[src/rtl/cce_pkg.sv]
// constants for the call / clear / watchdog-clear execution block
package cce_pkg;
  // widths
  localparam int PC_W = 21;
  localparam int DADR_W = 12;
  // wishbone register byte offsets
  localparam logic [7:0] CTRL_OFS = 8'h00;
  localparam logic [7:0] ACC_OFS = 8'h04;
  localparam logic [7:0] BANK_OFS = 8'h08;
  localparam logic [7:0] FLAGS_OFS = 8'h0c;
  localparam logic [7:0] PC_OFS = 8'h10;
  localparam logic [7:0] TOS_OFS = 8'h14;
  localparam logic [7:0] SHADOW_OFS = 8'h18;
  localparam logic [7:0] WDOG_OFS = 8'h1c;
  // field positions
  localparam int CTRL_WDT_EN_BIT = 0;
  localparam int FLAG_Z_BIT = 2;
  localparam int FLAG_PD_N_BIT = 3;
  localparam int FLAG_TO_N_BIT = 4;
  // reset values
  localparam logic [7:0] FLAGS_RST = 8'h18;
  localparam logic CTRL_WDT_EN_RST = 1'b0;
  // instruction encodings
  localparam logic [6:0] CALL_PFX = 7'h76;   // 1110_110s
  localparam logic [3:0] CALL2_PFX = 4'hf;   // second word 1111_kkkk
  localparam logic [6:0] ZERO_REG_PFX = 7'h35; // 0110_101a
  localparam logic [15:0] KICK_WDOG_OP = 16'h0004;
  // access bank layout
  localparam logic [3:0] ACCESS_HI_BANK = 4'hf;
  localparam logic [3:0] ACCESS_LO_BANK = 4'h0;
  // return address offset and pc step
  localparam logic [20:0] CALL_RET_OFS = 21'h000004;
  localparam logic [20:0] PC_STEP = 21'h000002;
  // quarter phases
  typedef enum logic [1:0] {
    Q_DECODE = 2'b00,
    Q_READ = 2'b01,
    Q_PROC = 2'b10,
    Q_WRITE = 2'b11
  } cce_phase_type;
  // decoded operation
  typedef enum logic [2:0] {
    OP_NONE = 3'b000,
    OP_CALL = 3'b001,
    OP_ZERO = 3'b010,
    OP_KICK = 3'b011,
    OP_OTHER = 3'b100
  } cce_op_type;
endpackage : cce_pkg

[src/rtl/cce_watchdog.sv]
// watchdog counter with postscaler
`timescale 1ns/10ps
module cce_watchdog #(
  parameter int CNT_W = 8,
  parameter int POST_W = 4
) (
  // clock and reset
  input wire logic clk_i,
  input wire logic rst_i,
  input wire logic ce_i,
  // control
  input wire logic enable_i,
  input wire logic tick_i,
  input wire logic kick_i,
  // state
  output logic [CNT_W-1:0] count_o,
  output logic [POST_W-1:0] post_o,
  output logic expire_o
);
  logic [CNT_W-1:0] cnt_ff;
  logic [POST_W-1:0] post_ff;
  logic expire_ff;

  // counter and postscaler; kick wins over ticking
  always_ff @(posedge clk_i)
  begin
    if (rst_i)
    begin
      cnt_ff <= '0;
      post_ff <= '0;
      expire_ff <= 1'b0;
    end
    else if (ce_i)
    begin
      expire_ff <= 1'b0;
      if (kick_i)
      begin
        cnt_ff <= '0; // RULE5
        post_ff <= '0; // RULE6
      end
      else if (enable_i && tick_i)
      begin
        cnt_ff <= cnt_ff + CNT_W'(1);
        if (&cnt_ff)
        begin
          post_ff <= post_ff + POST_W'(1);
          expire_ff <= &post_ff;
        end
      end
    end
  end

  assign count_o = cnt_ff;
  assign post_o = post_ff;
  assign expire_o = expire_ff;
endmodule : cce_watchdog

[src/rtl/cce_exec.sv]
// execution of the long call, zero-register and watchdog-kick instructions
// Functional notes
// [RULE1] long call takes two cycles, pushes call site plus 4, loads target
// [RULE2] call with shadow option 1 copies accumulator, flags, bank select to shadows
// [RULE3] zero-register writes 00h to addressed byte, sets zero flag, one cycle
// [RULE4] zero-register access bit 0 forces access bank, 1 uses bank select
// [RULE5] watchdog kick clears watchdog counter in one cycle, no operands
// [RULE6] watchdog kick also returns postscaler to its initial count
// [RULE7] watchdog kick sets expired and sleep flags (active low) to 1
// [RULE8] call with shadow option 0 leaves shadows unchanged
// [RULE9] 20-bit call target goes into pc bits 20..1, pc stays even
// [RULE10] four quarters per cycle; second cycle of two-cycle op idles
//
// Local design decisions: the register addresses and the Wishbone interface to the registers.
`timescale 1ns/10ps
module cce_exec #(
  parameter int WDT_CNT_W = 8,
  parameter int WDT_POST_W = 4
) (
  // clock, reset, enable
  input wire logic clk_i,
  input wire logic rst_i,
  input wire logic ce_i,
  // instruction fetch side
  input wire logic [15:0] instr_i,
  input wire logic instr_valid_i,
  output logic [1:0] phase_o,
  output logic [20:0] pc_o,
  // return stack
  output logic stack_push_o,
  output logic [20:0] return_stack_top_o,
  // data memory write port
  output logic dmem_we_o,
  output logic [11:0] dmem_addr_o,
  output logic [7:0] dmem_wdata_o,
  // watchdog
  input wire logic wdt_tick_i,
  output logic wdt_expire_o,
  // wishbone slave
  input wire logic wb_cyc_i,
  input wire logic wb_stb_i,
  input wire logic wb_we_i,
  input wire logic [7:0] wb_adr_i,
  input wire logic [3:0] wb_sel_i,
  input wire logic [31:0] wb_dat_i,
  output logic [31:0] wb_dat_o,
  output logic wb_ack_o
);
  cce_pkg::cce_phase_type q_ff;
  cce_pkg::cce_op_type op_ff;
  logic idle_cyc_ff;
  logic [20:0] pc_ff;
  logic [20:0] tos_ff;
  logic push_ff;
  logic [7:0] acc_ff;
  logic [7:0] flags_ff;
  logic [7:0] bank_ff;
  logic [7:0] acc_sh_ff;
  logic [7:0] flags_sh_ff;
  logic [7:0] bank_sh_ff;
  logic shadow_opt_ff;
  logic bank_opt_ff;
  logic [7:0] operand_ff;
  logic [7:0] k_lo_ff;
  logic dwe_ff;
  logic [11:0] dadr_ff;
  logic [7:0] dwd_ff;
  logic wdt_en_ff;
  logic kick_ff;
  logic ack_ff;
  logic [31:0] rdat_ff;
  logic wb_req;
  logic wb_wr;
  logic [WDT_CNT_W-1:0] wdt_cnt;
  logic [WDT_POST_W-1:0] wdt_post;
  logic wdt_expire;
  logic expire_ff;

  // classify a first instruction word
  function automatic cce_pkg::cce_op_type decode_op(input logic [15:0] w);
    if (w[15:9] == cce_pkg::CALL_PFX)
      decode_op = cce_pkg::OP_CALL;
    else if (w[15:9] == cce_pkg::ZERO_REG_PFX)
      decode_op = cce_pkg::OP_ZERO;
    else if (w == cce_pkg::KICK_WDOG_OP)
      decode_op = cce_pkg::OP_KICK;
    else
      decode_op = cce_pkg::OP_OTHER;
  endfunction : decode_op

  assign wb_req = wb_cyc_i && wb_stb_i && !ack_ff;
  assign wb_wr = wb_req && wb_we_i && wb_sel_i[0];

  // quarter phase sequencer
  always_ff @(posedge clk_i)
  begin
    if (rst_i)
      q_ff <= cce_pkg::Q_DECODE;
    else if (ce_i)
      q_ff <= cce_pkg::cce_phase_type'(q_ff + 2'b01); // RULE10
  end

  // decode at first quarter; second call cycle does nothing
  always_ff @(posedge clk_i)
  begin
    if (rst_i)
    begin
      op_ff <= cce_pkg::OP_NONE;
      idle_cyc_ff <= 1'b0;
      shadow_opt_ff <= 1'b0;
      bank_opt_ff <= 1'b0;
      operand_ff <= 8'h00;
    end
    else if (ce_i)
    begin
      case (q_ff)
        cce_pkg::Q_DECODE:
        begin
          if (idle_cyc_ff || !instr_valid_i)
            op_ff <= cce_pkg::OP_NONE; // RULE10
          else
            op_ff <= decode_op(instr_i);
          idle_cyc_ff <= 1'b0;
          shadow_opt_ff <= instr_i[8];
          bank_opt_ff <= instr_i[8];
          operand_ff <= instr_i[7:0];
        end
        cce_pkg::Q_WRITE:
        begin
          if (op_ff == cce_pkg::OP_CALL)
            idle_cyc_ff <= 1'b1; // RULE1
        end
        default:
        begin
        end
      endcase
    end
  end

  // program counter and return stack top
  always_ff @(posedge clk_i)
  begin
    if (rst_i)
    begin
      pc_ff <= '0;
      tos_ff <= '0;
      push_ff <= 1'b0;
      k_lo_ff <= 8'h00;
    end
    else if (ce_i)
    begin
      push_ff <= 1'b0;
      case (q_ff)
        cce_pkg::Q_READ:
          k_lo_ff <= operand_ff;
        cce_pkg::Q_PROC:
        begin
          if (op_ff == cce_pkg::OP_CALL)
          begin
            tos_ff <= pc_ff + cce_pkg::CALL_RET_OFS; // RULE1
            push_ff <= 1'b1;
          end
        end
        cce_pkg::Q_WRITE:
        begin
          if (op_ff == cce_pkg::OP_CALL)
            pc_ff <= {instr_i[11:0], k_lo_ff, 1'b0}; // RULE9
          else if (op_ff != cce_pkg::OP_NONE)
            pc_ff <= pc_ff + cce_pkg::PC_STEP;
        end
        default:
        begin
        end
      endcase
    end
  end

  // shadow copies on a call
  always_ff @(posedge clk_i)
  begin
    if (rst_i)
    begin
      acc_sh_ff <= 8'h00;
      flags_sh_ff <= 8'h00;
      bank_sh_ff <= 8'h00;
    end
    else if (ce_i && q_ff == cce_pkg::Q_PROC && op_ff == cce_pkg::OP_CALL && shadow_opt_ff) // RULE8
    begin
      acc_sh_ff <= acc_ff; // RULE2
      flags_sh_ff <= flags_ff;
      bank_sh_ff <= bank_ff;
    end
  end

  // zero-register write to data memory
  always_ff @(posedge clk_i)
  begin
    if (rst_i)
    begin
      dwe_ff <= 1'b0;
      dadr_ff <= '0;
      dwd_ff <= 8'h00;
    end
    else if (ce_i)
    begin
      dwe_ff <= 1'b0;
      if (q_ff == cce_pkg::Q_PROC && op_ff == cce_pkg::OP_ZERO)
      begin
        dwe_ff <= 1'b1;
        dwd_ff <= 8'h00; // RULE3
        if (bank_opt_ff)
          dadr_ff <= {bank_ff[3:0], operand_ff}; // RULE4
        else
          dadr_ff <= {operand_ff[7] ? cce_pkg::ACCESS_HI_BANK : cce_pkg::ACCESS_LO_BANK, operand_ff}; // RULE4
      end
    end
  end

  // watchdog kick strobe at process quarter
  always_ff @(posedge clk_i)
  begin
    if (rst_i)
      kick_ff <= 1'b0;
    else if (ce_i)
      kick_ff <= (q_ff == cce_pkg::Q_READ) && (op_ff == cce_pkg::OP_KICK); // RULE5
  end

  cce_watchdog #(
    .CNT_W(WDT_CNT_W),
    .POST_W(WDT_POST_W)
  ) u_wdog (
    .clk_i(clk_i),
    .rst_i(rst_i),
    .ce_i(ce_i),
    .enable_i(wdt_en_ff),
    .tick_i(wdt_tick_i),
    .kick_i(kick_ff),
    .count_o(wdt_cnt),
    .post_o(wdt_post),
    .expire_o(wdt_expire)
  );

  // flags: hardware events win over bus writes
  always_ff @(posedge clk_i)
  begin
    if (rst_i)
    begin
      flags_ff <= cce_pkg::FLAGS_RST;
      expire_ff <= 1'b0;
    end
    else if (ce_i)
    begin
      expire_ff <= wdt_expire;
      if (wb_wr && wb_adr_i == cce_pkg::FLAGS_OFS)
        flags_ff <= wb_dat_i[7:0];
      if (q_ff == cce_pkg::Q_WRITE && op_ff == cce_pkg::OP_ZERO)
        flags_ff[cce_pkg::FLAG_Z_BIT] <= 1'b1; // RULE3
      if (wdt_expire)
        flags_ff[cce_pkg::FLAG_TO_N_BIT] <= 1'b0;
      if (kick_ff)
      begin
        flags_ff[cce_pkg::FLAG_TO_N_BIT] <= 1'b1; // RULE7
        flags_ff[cce_pkg::FLAG_PD_N_BIT] <= 1'b1; // RULE7
      end
    end
  end

  // software-written registers
  always_ff @(posedge clk_i)
  begin
    if (rst_i)
    begin
      acc_ff <= 8'h00;
      bank_ff <= 8'h00;
      wdt_en_ff <= cce_pkg::CTRL_WDT_EN_RST;
    end
    else if (ce_i && wb_wr)
    begin
      case (wb_adr_i)
        cce_pkg::CTRL_OFS: wdt_en_ff <= wb_dat_i[cce_pkg::CTRL_WDT_EN_BIT];
        cce_pkg::ACC_OFS: acc_ff <= wb_dat_i[7:0];
        cce_pkg::BANK_OFS: bank_ff <= {4'h0, wb_dat_i[3:0]};
        default:
        begin
        end
      endcase
    end
  end

  // bus answer one cycle after the request; unmapped reads zero
  always_ff @(posedge clk_i)
  begin
    if (rst_i)
    begin
      ack_ff <= 1'b0;
      rdat_ff <= 32'h0000_0000;
    end
    else if (ce_i)
    begin
      ack_ff <= wb_req;
      case (wb_adr_i)
        cce_pkg::CTRL_OFS: rdat_ff <= {31'h0000_0000, wdt_en_ff};
        cce_pkg::ACC_OFS: rdat_ff <= {24'h00_0000, acc_ff};
        cce_pkg::BANK_OFS: rdat_ff <= {24'h00_0000, bank_ff};
        cce_pkg::FLAGS_OFS: rdat_ff <= {24'h00_0000, flags_ff};
        cce_pkg::PC_OFS: rdat_ff <= {11'h000, pc_ff};
        cce_pkg::TOS_OFS: rdat_ff <= {11'h000, tos_ff};
        cce_pkg::SHADOW_OFS: rdat_ff <= {8'h00, bank_sh_ff, flags_sh_ff, acc_sh_ff};
        cce_pkg::WDOG_OFS: rdat_ff <= {8'h00, 8'(wdt_post), 16'(wdt_cnt)};
        default: rdat_ff <= 32'h0000_0000;
      endcase
    end
  end

  // outputs
  assign phase_o = q_ff;
  assign pc_o = pc_ff;
  assign stack_push_o = push_ff;
  assign return_stack_top_o = tos_ff;
  assign dmem_we_o = dwe_ff;
  assign dmem_addr_o = dadr_ff;
  assign dmem_wdata_o = dwd_ff;
  assign wdt_expire_o = expire_ff;
  assign wb_dat_o = rdat_ff;
  assign wb_ack_o = ack_ff;
endmodule : cce_exec

[config.mk]
export PLATFORM = sky130hd
export DESIGN_NAME = cce_exec
export DESIGN_NICKNAME = d
export VERILOG_FILES = /design/src/rtl/cce_pkg.sv /design/src/rtl/cce_watchdog.sv /design/src/rtl/cce_exec.sv
export SDC_FILE = /design/constraint.sdc
export NUM_CORES = 1
export LEC_CHECK = 0
export BUFFER_PORTS_ARGS = -buffer_cell sky130_fd_sc_hd__buf_2
export CORE_UTILIZATION = 34
export DETAILED_ROUTE_END_ITERATION = 6
export GPL_TIMING_DRIVEN = 1
export PLACE_DENSITY_LB_ADDON = 0.15
export SYNTH_ARGS = -nofsm -noshare
export SYNTH_HDL_FRONTEND = slang
export SYNTH_SLANG_ARGS = --single-unit
[constraint.sdc]
create_clock -name clk_i -period 2.3 [get_ports clk_i]
set_input_delay 0.345 -clock clk_i [delete_from_list [all_inputs] [get_ports clk_i]]
set_output_delay 0.345 -clock clk_i [all_outputs]
set_load 0.01 [all_outputs]
; Yosys cells after proc, flatten, opt, wreduce, memory -nomap -nowiden
; Cells that the tools add are included.
[classes]
add_sub_neg = 5
eq_ne = 17
n_mux = 26
n_reduce_logical = 43
[ops]
columns = operator, n
row1 = $pmux 21 s8, 1
row2 = $mux 21, 2
row3 = $eq 8x5->1 const B, 4
row4 = $reduce_and 2->1, 11
row5 = $add 21x2->21 const B, 1
row6 = $add 21x3->21 const B, 1
row7 = $eq 16x3->1 const B, 1
row8 = $eq 8x4->1 const B, 2
row9 = $mux 4, 4
row10 = $mux 8, 2
row11 = $logic_and 1x1->1, 13
row12 = $mux 12, 1
row13 = $mux 3, 4
row14 = $reduce_and 3->1, 4
row15 = $reduce_bool 2->1, 6
row16 = $mux 1, 9
row17 = $add 8x1->8 const B, 1
row18 = $eq 8x3->1 const B, 1
row19 = $logic_not 8->1, 1
row20 = $reduce_and 8->1, 1
row21 = $eq 7x6->1 const B, 1
row22 = $eq 7x7->1 const B, 1
row23 = $eq 3x2->1 const B, 2
row24 = $reduce_bool 3->1, 2
row25 = 13 further kinds, 15
[word_totals]
reg_bits = 168
input_bits = 68
word_cells = 119

; Longest topological paths before layout
; Gate-level depths: netlist (run 1).
[depth]
depth_word = 8
mapped_depth = 9
ltp_nobuf = 7

; Hierarchy
; Synthesis (run 1) repeated with hierarchy kept, for this count alone.
[unflattened]
cells_unflattened = 907
hier_area_um2 = 7646.1
[modules_own_cells]
columns = module, n_inst, cells_per_inst, area_per_inst_um2, seq_area_each_um2
row1 = cce_exec, 1, 828, 6947.9, 2842.7
row2 = cce_watchdog, 1, 79, 698.2, 260.2

; Worst setup path before layout (run 1)
; OpenSTA, ideal clock, no wires.
[synth_path]
path_type = reg2reg
startpoint = register pc_ff[2] (netlist: pc_o[2])
endpoint = register pc_ff[20] (netlist: pc_o[20])
setup_time_ps = 86
arrival_ps = 1783
path_slack_ps = 431
stages_incl_launch_ff = 7
path_buffers = 0
period_less_slack_ps = 1869
path_cell_list = dfxtp_1 > ha_1 > nand3_1 > nor4_4 > a21oi_2 > a41o_1 > a221oi_2
[synth_via]
elab_chain_len = 3
[synth_rtl]
columns = element, line_no
row1 = from (decl), cce_exec.sv:52  ; logic [20:0] pc_ff;
row2 = from (signal assigned), cce_exec.sv:167  ; pc_ff <= {instr_i[11:0], k_lo_ff, 1'b0};
row3 = from (signal assigned), cce_exec.sv:169  ; pc_ff <= pc_ff + cce_pkg::PC_STEP;
row4 = $add 21x2->21, cce_exec.sv:169
row5 = $mux 21, cce_exec.sv:168  ; else if (op_ff != cce_pkg::OP_NONE)
row6 = $mux 21, cce_exec.sv:166  ; if (op_ff == cce_pkg::OP_CALL)
; Every way passes these cells. The select of a mux whose other input is x is not followed.
; A chain may end at the register's enable or synchronous reset.

; Worst setup path in the final report (run 1)
[layout_path]
startpoint = register pc_ff[2] (netlist: pc_o[2])
endpoint = register pc_ff[17] (netlist: pc_o[17])
; The elaborated chain is that of the path after synthesis.

==> key figures, run 1 <==
Outcome
  • Status: finished clean

Clocking
  • Clock-pin transition on the worst setup and hold timing paths: 0.07 ns
  • Num Clock Sinks: 155
  • Skew-Pair Late Insertion Delay: 0.42 ns
  • CTS root buf: clkbuf_16
  • CTS Hold Bufs: 0
  • Htree depth: 4
  • PostCTS Resize Cnt: 0
  • Setup bufs post-CTS: 0
  • Max Root-Sink Buffers: 2
  • TritonCTS clock tree: built
  • Total CTS buffers: 17

STA
  • Clock skew: 0.008862 ns
  • Max transition margin: 16.72%
  • Setup violators final: 0
  • Final Critical Period: 1.983 ns
  • Final Max Slew Viols: 0
  • RSZ-0062 raised after global routing: no
  • Hold Fails Final Rpt: 0
  • Hold WS: 0.1930 ns
  • Final TNS setup: 0 ns
  • Worst slew pin tran: 1.245 ns
  • Peak Freq: 0.5042 GHz
  • Final WS setup: 0.3167 ns
  • Tcrit/Tclk final: 86.23%

Synth
  • Most common cell in the netlist: dfxtp_1
  • Syn avg cell area: 8.349 um2
  • Post-synth top flop: dfxtp_1
  • Synth warn: 0
  • Synth cell types: 69
  • Yosys top cell by area: dfxtp_1
  • Synth area leaders: dfxtp_1, nand2_1, a21oi_1
  • Async SR Flop Fraction: 0%
  • Top cells by count, synth: dfxtp_1, nand2_1, nor2_1
  • Synth top area share: 40.84%
  • Mapped cell area: 7597 um2
  • Yosys reg bits: 155
  • Post-synth EDFFs: 0
  • Seq/Total Area, Yosys: 40.84%
  • Syn Inst Count: 910

Cells and area
  • Fin area: 9134 um2
  • Fin nets: 1100
  • Area of the multi-input gates: 4061 um2
  • Diodes inserted: 0
  • Finished Core Util: 41.72%
  • Non-Filler Instances: 1317
  • Ratio of cells with drive above 1 in the final layout: 21.31%
  • FF+latch area: 3103 um2
  • Area grow syn2layout: 20.22%
  • Layout fillers: 2320

Critical path
  • Arrival time at the worst endpoint: 2.32 ns
  • Crit path cell chain: buf_4 > ha_1 > and3_1 > nand2_1 > nor3_1 > nor2_1 > a211oi_1
  • CP top delay family: simple AND/OR/NAND/NOR gates
  • Worst Path Required: 2.64 ns
  • CP Capture Type: flop
  • Slowest-stage cell, CP: nor3_1
  • Critical Path Max Stage Delay: 0.38 ns
  • Buf/Inv on CP: 1
  • Crit-path max FO: 9
  • Startpoint Class: flop
  • CP Class: flop to flop

Routing
  • Routed met2 length: 10740 um
  • Met3 WL: 1037 um
  • Post-Route WL: 23980 um
  • # DRC: 0
  • Final ANT Viol Nets: 0
  • Top Metal Used: met4
  • DR iter-0 viols: 480
  • Via count: 6906
  • Vias per cell: 5.244
  • First-pass DRT Iterations: 5
  • Wire per inst: 18.21 um
  • Wl on met1: 11920 um

Global route
  • GR Overflow Total: 0
  • Global-route wire length before repair: 36980 um
  • Total GRT Usage: 21.44%
  • Initial antenna violation count: 0
  • Vias in the first global route: 6341
  • Largest net degree at the start of global routing: 85

Job
  • MaxCap Viol Count: 0

Floorplanning
  • Die X: 151.5 um
  • Die height: 151.5 um
  • Initial cell density of the core: 34.71%
  • IO Pins: 168
  • Core box area: 21890 um2
  • Floorplan row count: 54
  • Die area: 22950 um2

Power and ir drop
  • Total design power: 6.092 mW
  • Pleak: 3.481 nW
  • Worst VDD drop: 0.3517 mV
  • PD cells: 667.0 nW/um2

Placed design
  • Setup WS pre-CTS: 0.2681 ns
  • DP Area: 8502 um2
  • Post-Place Cells: 1285
  • Port bufs: 119
  • RD Place Congestion: 0.8553
  • Dpl hpwl: 17550 um

Min path
  • HP Class: input pin to flop
layout by cell type, fill, tap and decap left out, types with 3 or more instances in the layout:
cell type / instances
a31oi_1: 6
xor2_1: 13
nor2_1: 93
ha_1: 8
nand3_1: 26
nor4_1: 6
nand2b_1: 8
inv_1: 9
xnor2_1: 11
and3_1: 11
a211oi_1: 24
a22o_1: 16
nor2b_1: 6
clkbuf_16: 17
nand2_1: 137
a21oi_1: 83
o2bb2ai_1: 10
bufinv_16: 4
and2_1: 5
a311oi_1: 3
mux2_2: 5
buf_2: 118
o21ai_0: 19
a2bb2oi_1: 3
clkinv_4: 3
or3_1: 5
o22ai_1: 10
nand4_1: 13
and3_2: 3
dfxtp_1: 155
a22oi_1: 24
o31ai_1: 3
buf_4: 43
a21o_1: 7
mux2i_1: 38
nand3b_1: 3
conb_1: 21
nor3_1: 19
worst register-to-register path, delay by kind of cell, from the launching register on:
family | cells | cell delay [ns]
AND/OR/NAND/NOR | 4 | 0.97
adder cells (fa/ha/maj) | 1 | 0.20
buffers and inverters | 1 | 0.18
AO/OA/AOI/OAI | 1 | 0.22
flip-flops | 1 | 0.34
worst paths after layout:
| path | slack, ns | from | end | cells past startpoint |
|---|---|---|---|---|
| max | 0.32 | pc_o[2] | pc_o[17] | 7 |
| min | 0.19 | wb_dat_i[2] | bank_ff[2] | 3 |
| max reg2reg | 0.32 | pc_o[2] | pc_o[17] | 7 |
| min reg2reg | 0.44 | wb_dat_o[4] | wb_dat_o[4] | 2 |
layout make-up:
type | count | area share (%)
sequential | 155 | 33.97
timing repair buffer | 163 | 10.44
inverter | 9 | 0.3699
clock buffer | 19 | 4.849
tap | 280 | 3.836
multi-input combinational | 678 | 44.47
clock inverter | 13 | 2.068
cells by family after synthesis:
| kind of cell | Yosys count | share of synthesized area, % |
|---|---|---|
| AO/OA/AOI/OAI | 223 | 19.19 |
| XOR/XNOR | 24 | 2.767 |
| adder cells (fa/ha/maj) | 8 | 1.318 |
| buffers and inverters | 97 | 6.769 |
| flip-flops | 155 | 40.84 |
| multiplexers | 45 | 6.340 |
| other | 1 | 0.04936 |
| AND/OR/NAND/NOR | 357 | 22.73 |
power by group:
| part | switching, mW | internal, mW | leakage [nW] | total (mW) |
|---|---|---|---|---|
| clock network | 1.20 | 1.86 | 0.304 | 3.06 |
| registers | 0.0219 | 2.70 | 1.25 | 2.73 |
| logic | 0.213 | 0.0975 | 1.93 | 0.310 |
| total | 1.44 | 4.66 | 3.48 | 6.09 |
metal layers:
layer / track usage, % / vias to the layer above
met1: 31.01 / 3263
met3: 2.844 / 22
met4: 5.900 / 0
met2: 33.08 / 185
met5: 0 / -
li1: - / 3436
registers in the layout (all words and copies together) (netlist names), 12 cells and up:
name / cells
pc_o: 20
wb_dat_o: 21
dmem_addr_o: 12
return_stack_top_o: 20
No activity file was read; power rests on OpenSTA's default activity.
==> run 2, diff against run 1 <==
PLACE_DENSITY = 0.65   (was not set)
PLACE_DENSITY_LB_ADDON = not set   (was 0.15)
==> run 2 against run 1 <==
Net effect:
- first-iteration DRC count rose by 20%
- flip-flop and latch count did not move
- register-to-register slack improved by 0.07 ns
- clock skew grew 0.0012 ns
- global-route usage decreased by 0.82 points
- worst hold slack worse by 0.014 ns
- clock power fell by 3%
- combinational power is 2% lower
- design area fell by 0.68%
- worst setup slack improved by 0.069 ns
- critical path type unchanged
==> key figures, run 2 (synthesized netlist as in run 1, its figures left out) <==
Outcome
  • Status: finished clean

Critical path
  • Worst r2r src: pc_o[3]
  • Worst Setup SP: pc_o[3]
  • Startpoint Class: flop
  • Worst Path Required: 2.64 ns (about the same)
  • Worst reg2reg setup slack: 0.39 ns (+0.07 ns)
  • CP Capture Type: flop
  • Arrival time at the worst endpoint: 2.25 ns (-0.07 ns)
  • CP Class: flop to flop
  • Crit-path max FO: 6 (-3)

Floorplanning
  • Die area: 22950 um2 (unchanged)
  • Floorplan row count: 54 (unchanged)
  • Die height: 151.5 um (unchanged)
  • Core box area: 21890 um2 (unchanged)
  • Die X: 151.5 um (unchanged)
  • IO Pins: 168 (unchanged)
  • Initial cell density of the core: 34.71% (unchanged)

Placed design
  • Dpl hpwl: 16990 um (-3.2%)
  • RD Place Congestion: 0.9114 (+6.6%)
  • Setup WS pre-CTS: 0.3174 ns (+0.04927 ns)
  • Port bufs: 119 (unchanged)

Cells and area
  • FF+latch area: 3103 um2 (unchanged)
  • Area of the multi-input gates: 4061 um2 (unchanged)
  • Ratio of cells with drive above 1 in the final layout: 20.87% (-0.44 points)
  • Layout fillers: 2254 (-2.8%)
  • Area grow syn2layout: 19.40%
  • Fin nets: 1093 (-0.64%)
  • Most frequent cells in the layout: dfxtp_1, nand2_1, buf_2, nor2_1, a21oi_1
  • Commonest non-fill, non-tap cell in the layout: dfxtp_1
  • Max FFs per register: 21 (unchanged)
  • Diodes inserted: 0 (unchanged)

STA
  • Clock skew: 0.01004 ns (+0.001174 ns)
  • Final Critical Period: 1.915 ns (-0.06876 ns)
  • Hold WS: 0.1786 ns (-0.01439 ns)
  • Max transition margin: 31.76% (+15 points)
  • Tcrit/Tclk final: 83.24% (-3.0 points)
  • Hold Fails Final Rpt: 0 (unchanged)
  • Peak Freq: 0.5223 GHz (+3.6%)
  • Final TNS setup: 0 ns (unchanged)
  • Final Max Slew Viols: 0 (unchanged)
  • Worst slew pin tran: 1.020 ns (-0.2247 ns)
  • Setup violators final: 0 (unchanged)
  • RSZ-0062 raised after global routing: no
  • Final WS setup: 0.3854 ns (+0.06876 ns)

Routing
  • DR iter-0 viols: 577 (+20%)
  • Vias per cell: 5.368 (+2.4%)
  • # DRC: 0 (unchanged)
  • Post-Route WL: 22950 um (-4.3%)
  • First-pass DRT Iterations: 5 (unchanged)
  • Via count: 7032 (+1.8%)
  • Wire per inst: 17.52 um (-3.8%)
  • Final ANT Viol Nets: 0 (unchanged)

Power and ir drop
  • PD cells: 662.4 nW/um2 (-0.69%)
  • Pleak: 3.428 nW (-1.5%)
  • Worst VDD drop: 0.4076 mV (+16%)

Clocking
  • PostCTS Resize Cnt: 0 (unchanged)
  • Clock-pin transition on the worst setup and hold timing paths: 0.06 ns (about the same)
  • Num Clock Sinks: 155 (unchanged)
  • Skew-Pair Late Insertion Delay: 0.43 ns (about the same)
  • CTS root buf: clkbuf_16
  • CTS Hold Bufs: 0 (unchanged)
  • TritonCTS clock tree: built
  • Setup bufs post-CTS: 0 (unchanged)
  • Total CTS buffers: 17 (unchanged)
  • Max Root-Sink Buffers: 2 (unchanged)
  • Htree depth: 4 (unchanged)

Global route
  • Total GRT Usage: 20.61% (-0.82 points)
  • Global-route wire length before repair: 35740 um (-3.4%)
  • Largest net degree at the start of global routing: 45 (-47%)
  • GR Overflow Total: 0 (unchanged)
  • Initial antenna violation count: 1 (+1)
  • Vias in the first global route: 6452 (+1.8%)

Min path
  • HP Class: input pin to flop
  • Hold_sp: wb_dat_i[5]

Job
  • MaxCap Viol Count: 0 (unchanged)
-- run 2: changes by cell type in the layout (fill, tap and decap cells not counted) --
| cell | change |
|---|---|
| buf_4 | -7 |
| clkinv_4 | -3 |
| clkinvlp_4 | +3 |
| inv_6 | +3 |
| clkinv_2 | -2 |
| bufinv_16 | -1 |
| clkbuf_1 | -1 |
| inv_8 | +1 |
-- run 2: routing by layer --
metal  vias up  track usage, %  wire, um
met5         -               0         0
met4         0           7.400       566
met3        45           4.371      1583
met2       255           31.64     10360
met1      3311           28.30     10440
li1       3421               -         -
-- run 2: area by class of cell --
| type | instances | share of cell area, % |
|---|---|---|
| Clock inverter | 14 | 2.014 |
| Inverter | 9 | 0.3724 |
| Multi-Input combinational cell | 678 | 44.77 |
| Tap cell | 280 | 3.862 |
| Sequential cell | 155 | 34.21 |
| Timing Repair Buffer | 156 | 9.931 |
| Clock buffer | 18 | 4.841 |
-- run 2: path summary, 6_finish.rpt --
kind / to / cells after the start
worst max register to register: pc_o[20] / 6
worst min register to register: wb_dat_o[4] / 2
worst max-delay path: pc_o[20] / 6
worst min-delay path: acc_ff[5] / 3
-- run 2: report_power, final --
| group | internal (mW) | switching, mW |
|---|---|---|
| Clock | 1.76 | 1.22 |
| Combinational | 0.0941 | 0.209 |
| Sequential | 2.70 | 0.0213 |
| Total | 4.56 | 1.45 |
-- run 2: worst max-delay path, stage by stage, from the launching register on --
cell	delay, ns
dfxtp_1	0.34
ha_1	0.26
nand3_1	0.28
nor4_4	0.37
a21oi_2	0.09
a41o_1	0.23
a221oi_2	0.25
-- run 2: metrics by stage --
| step | instance area, um2 | cells | power (mW) | utilization (%) |
|---|---|---|---|---|
| floorplan | 7672 | 930 | 2.988 | - |
| global placement | 8449 | 1278 | 3.083 | 38.60 |
| detailed placement | 8449 | 1278 | 3.085 | 38.60 |
| CTS | 9071 | 1310 | 6.031 | 41.44 |
| global route | 9071 | 1310 | 6.185 | 41.44 |
| finish | 9071 | 1310 | 6.009 | 41.44 |
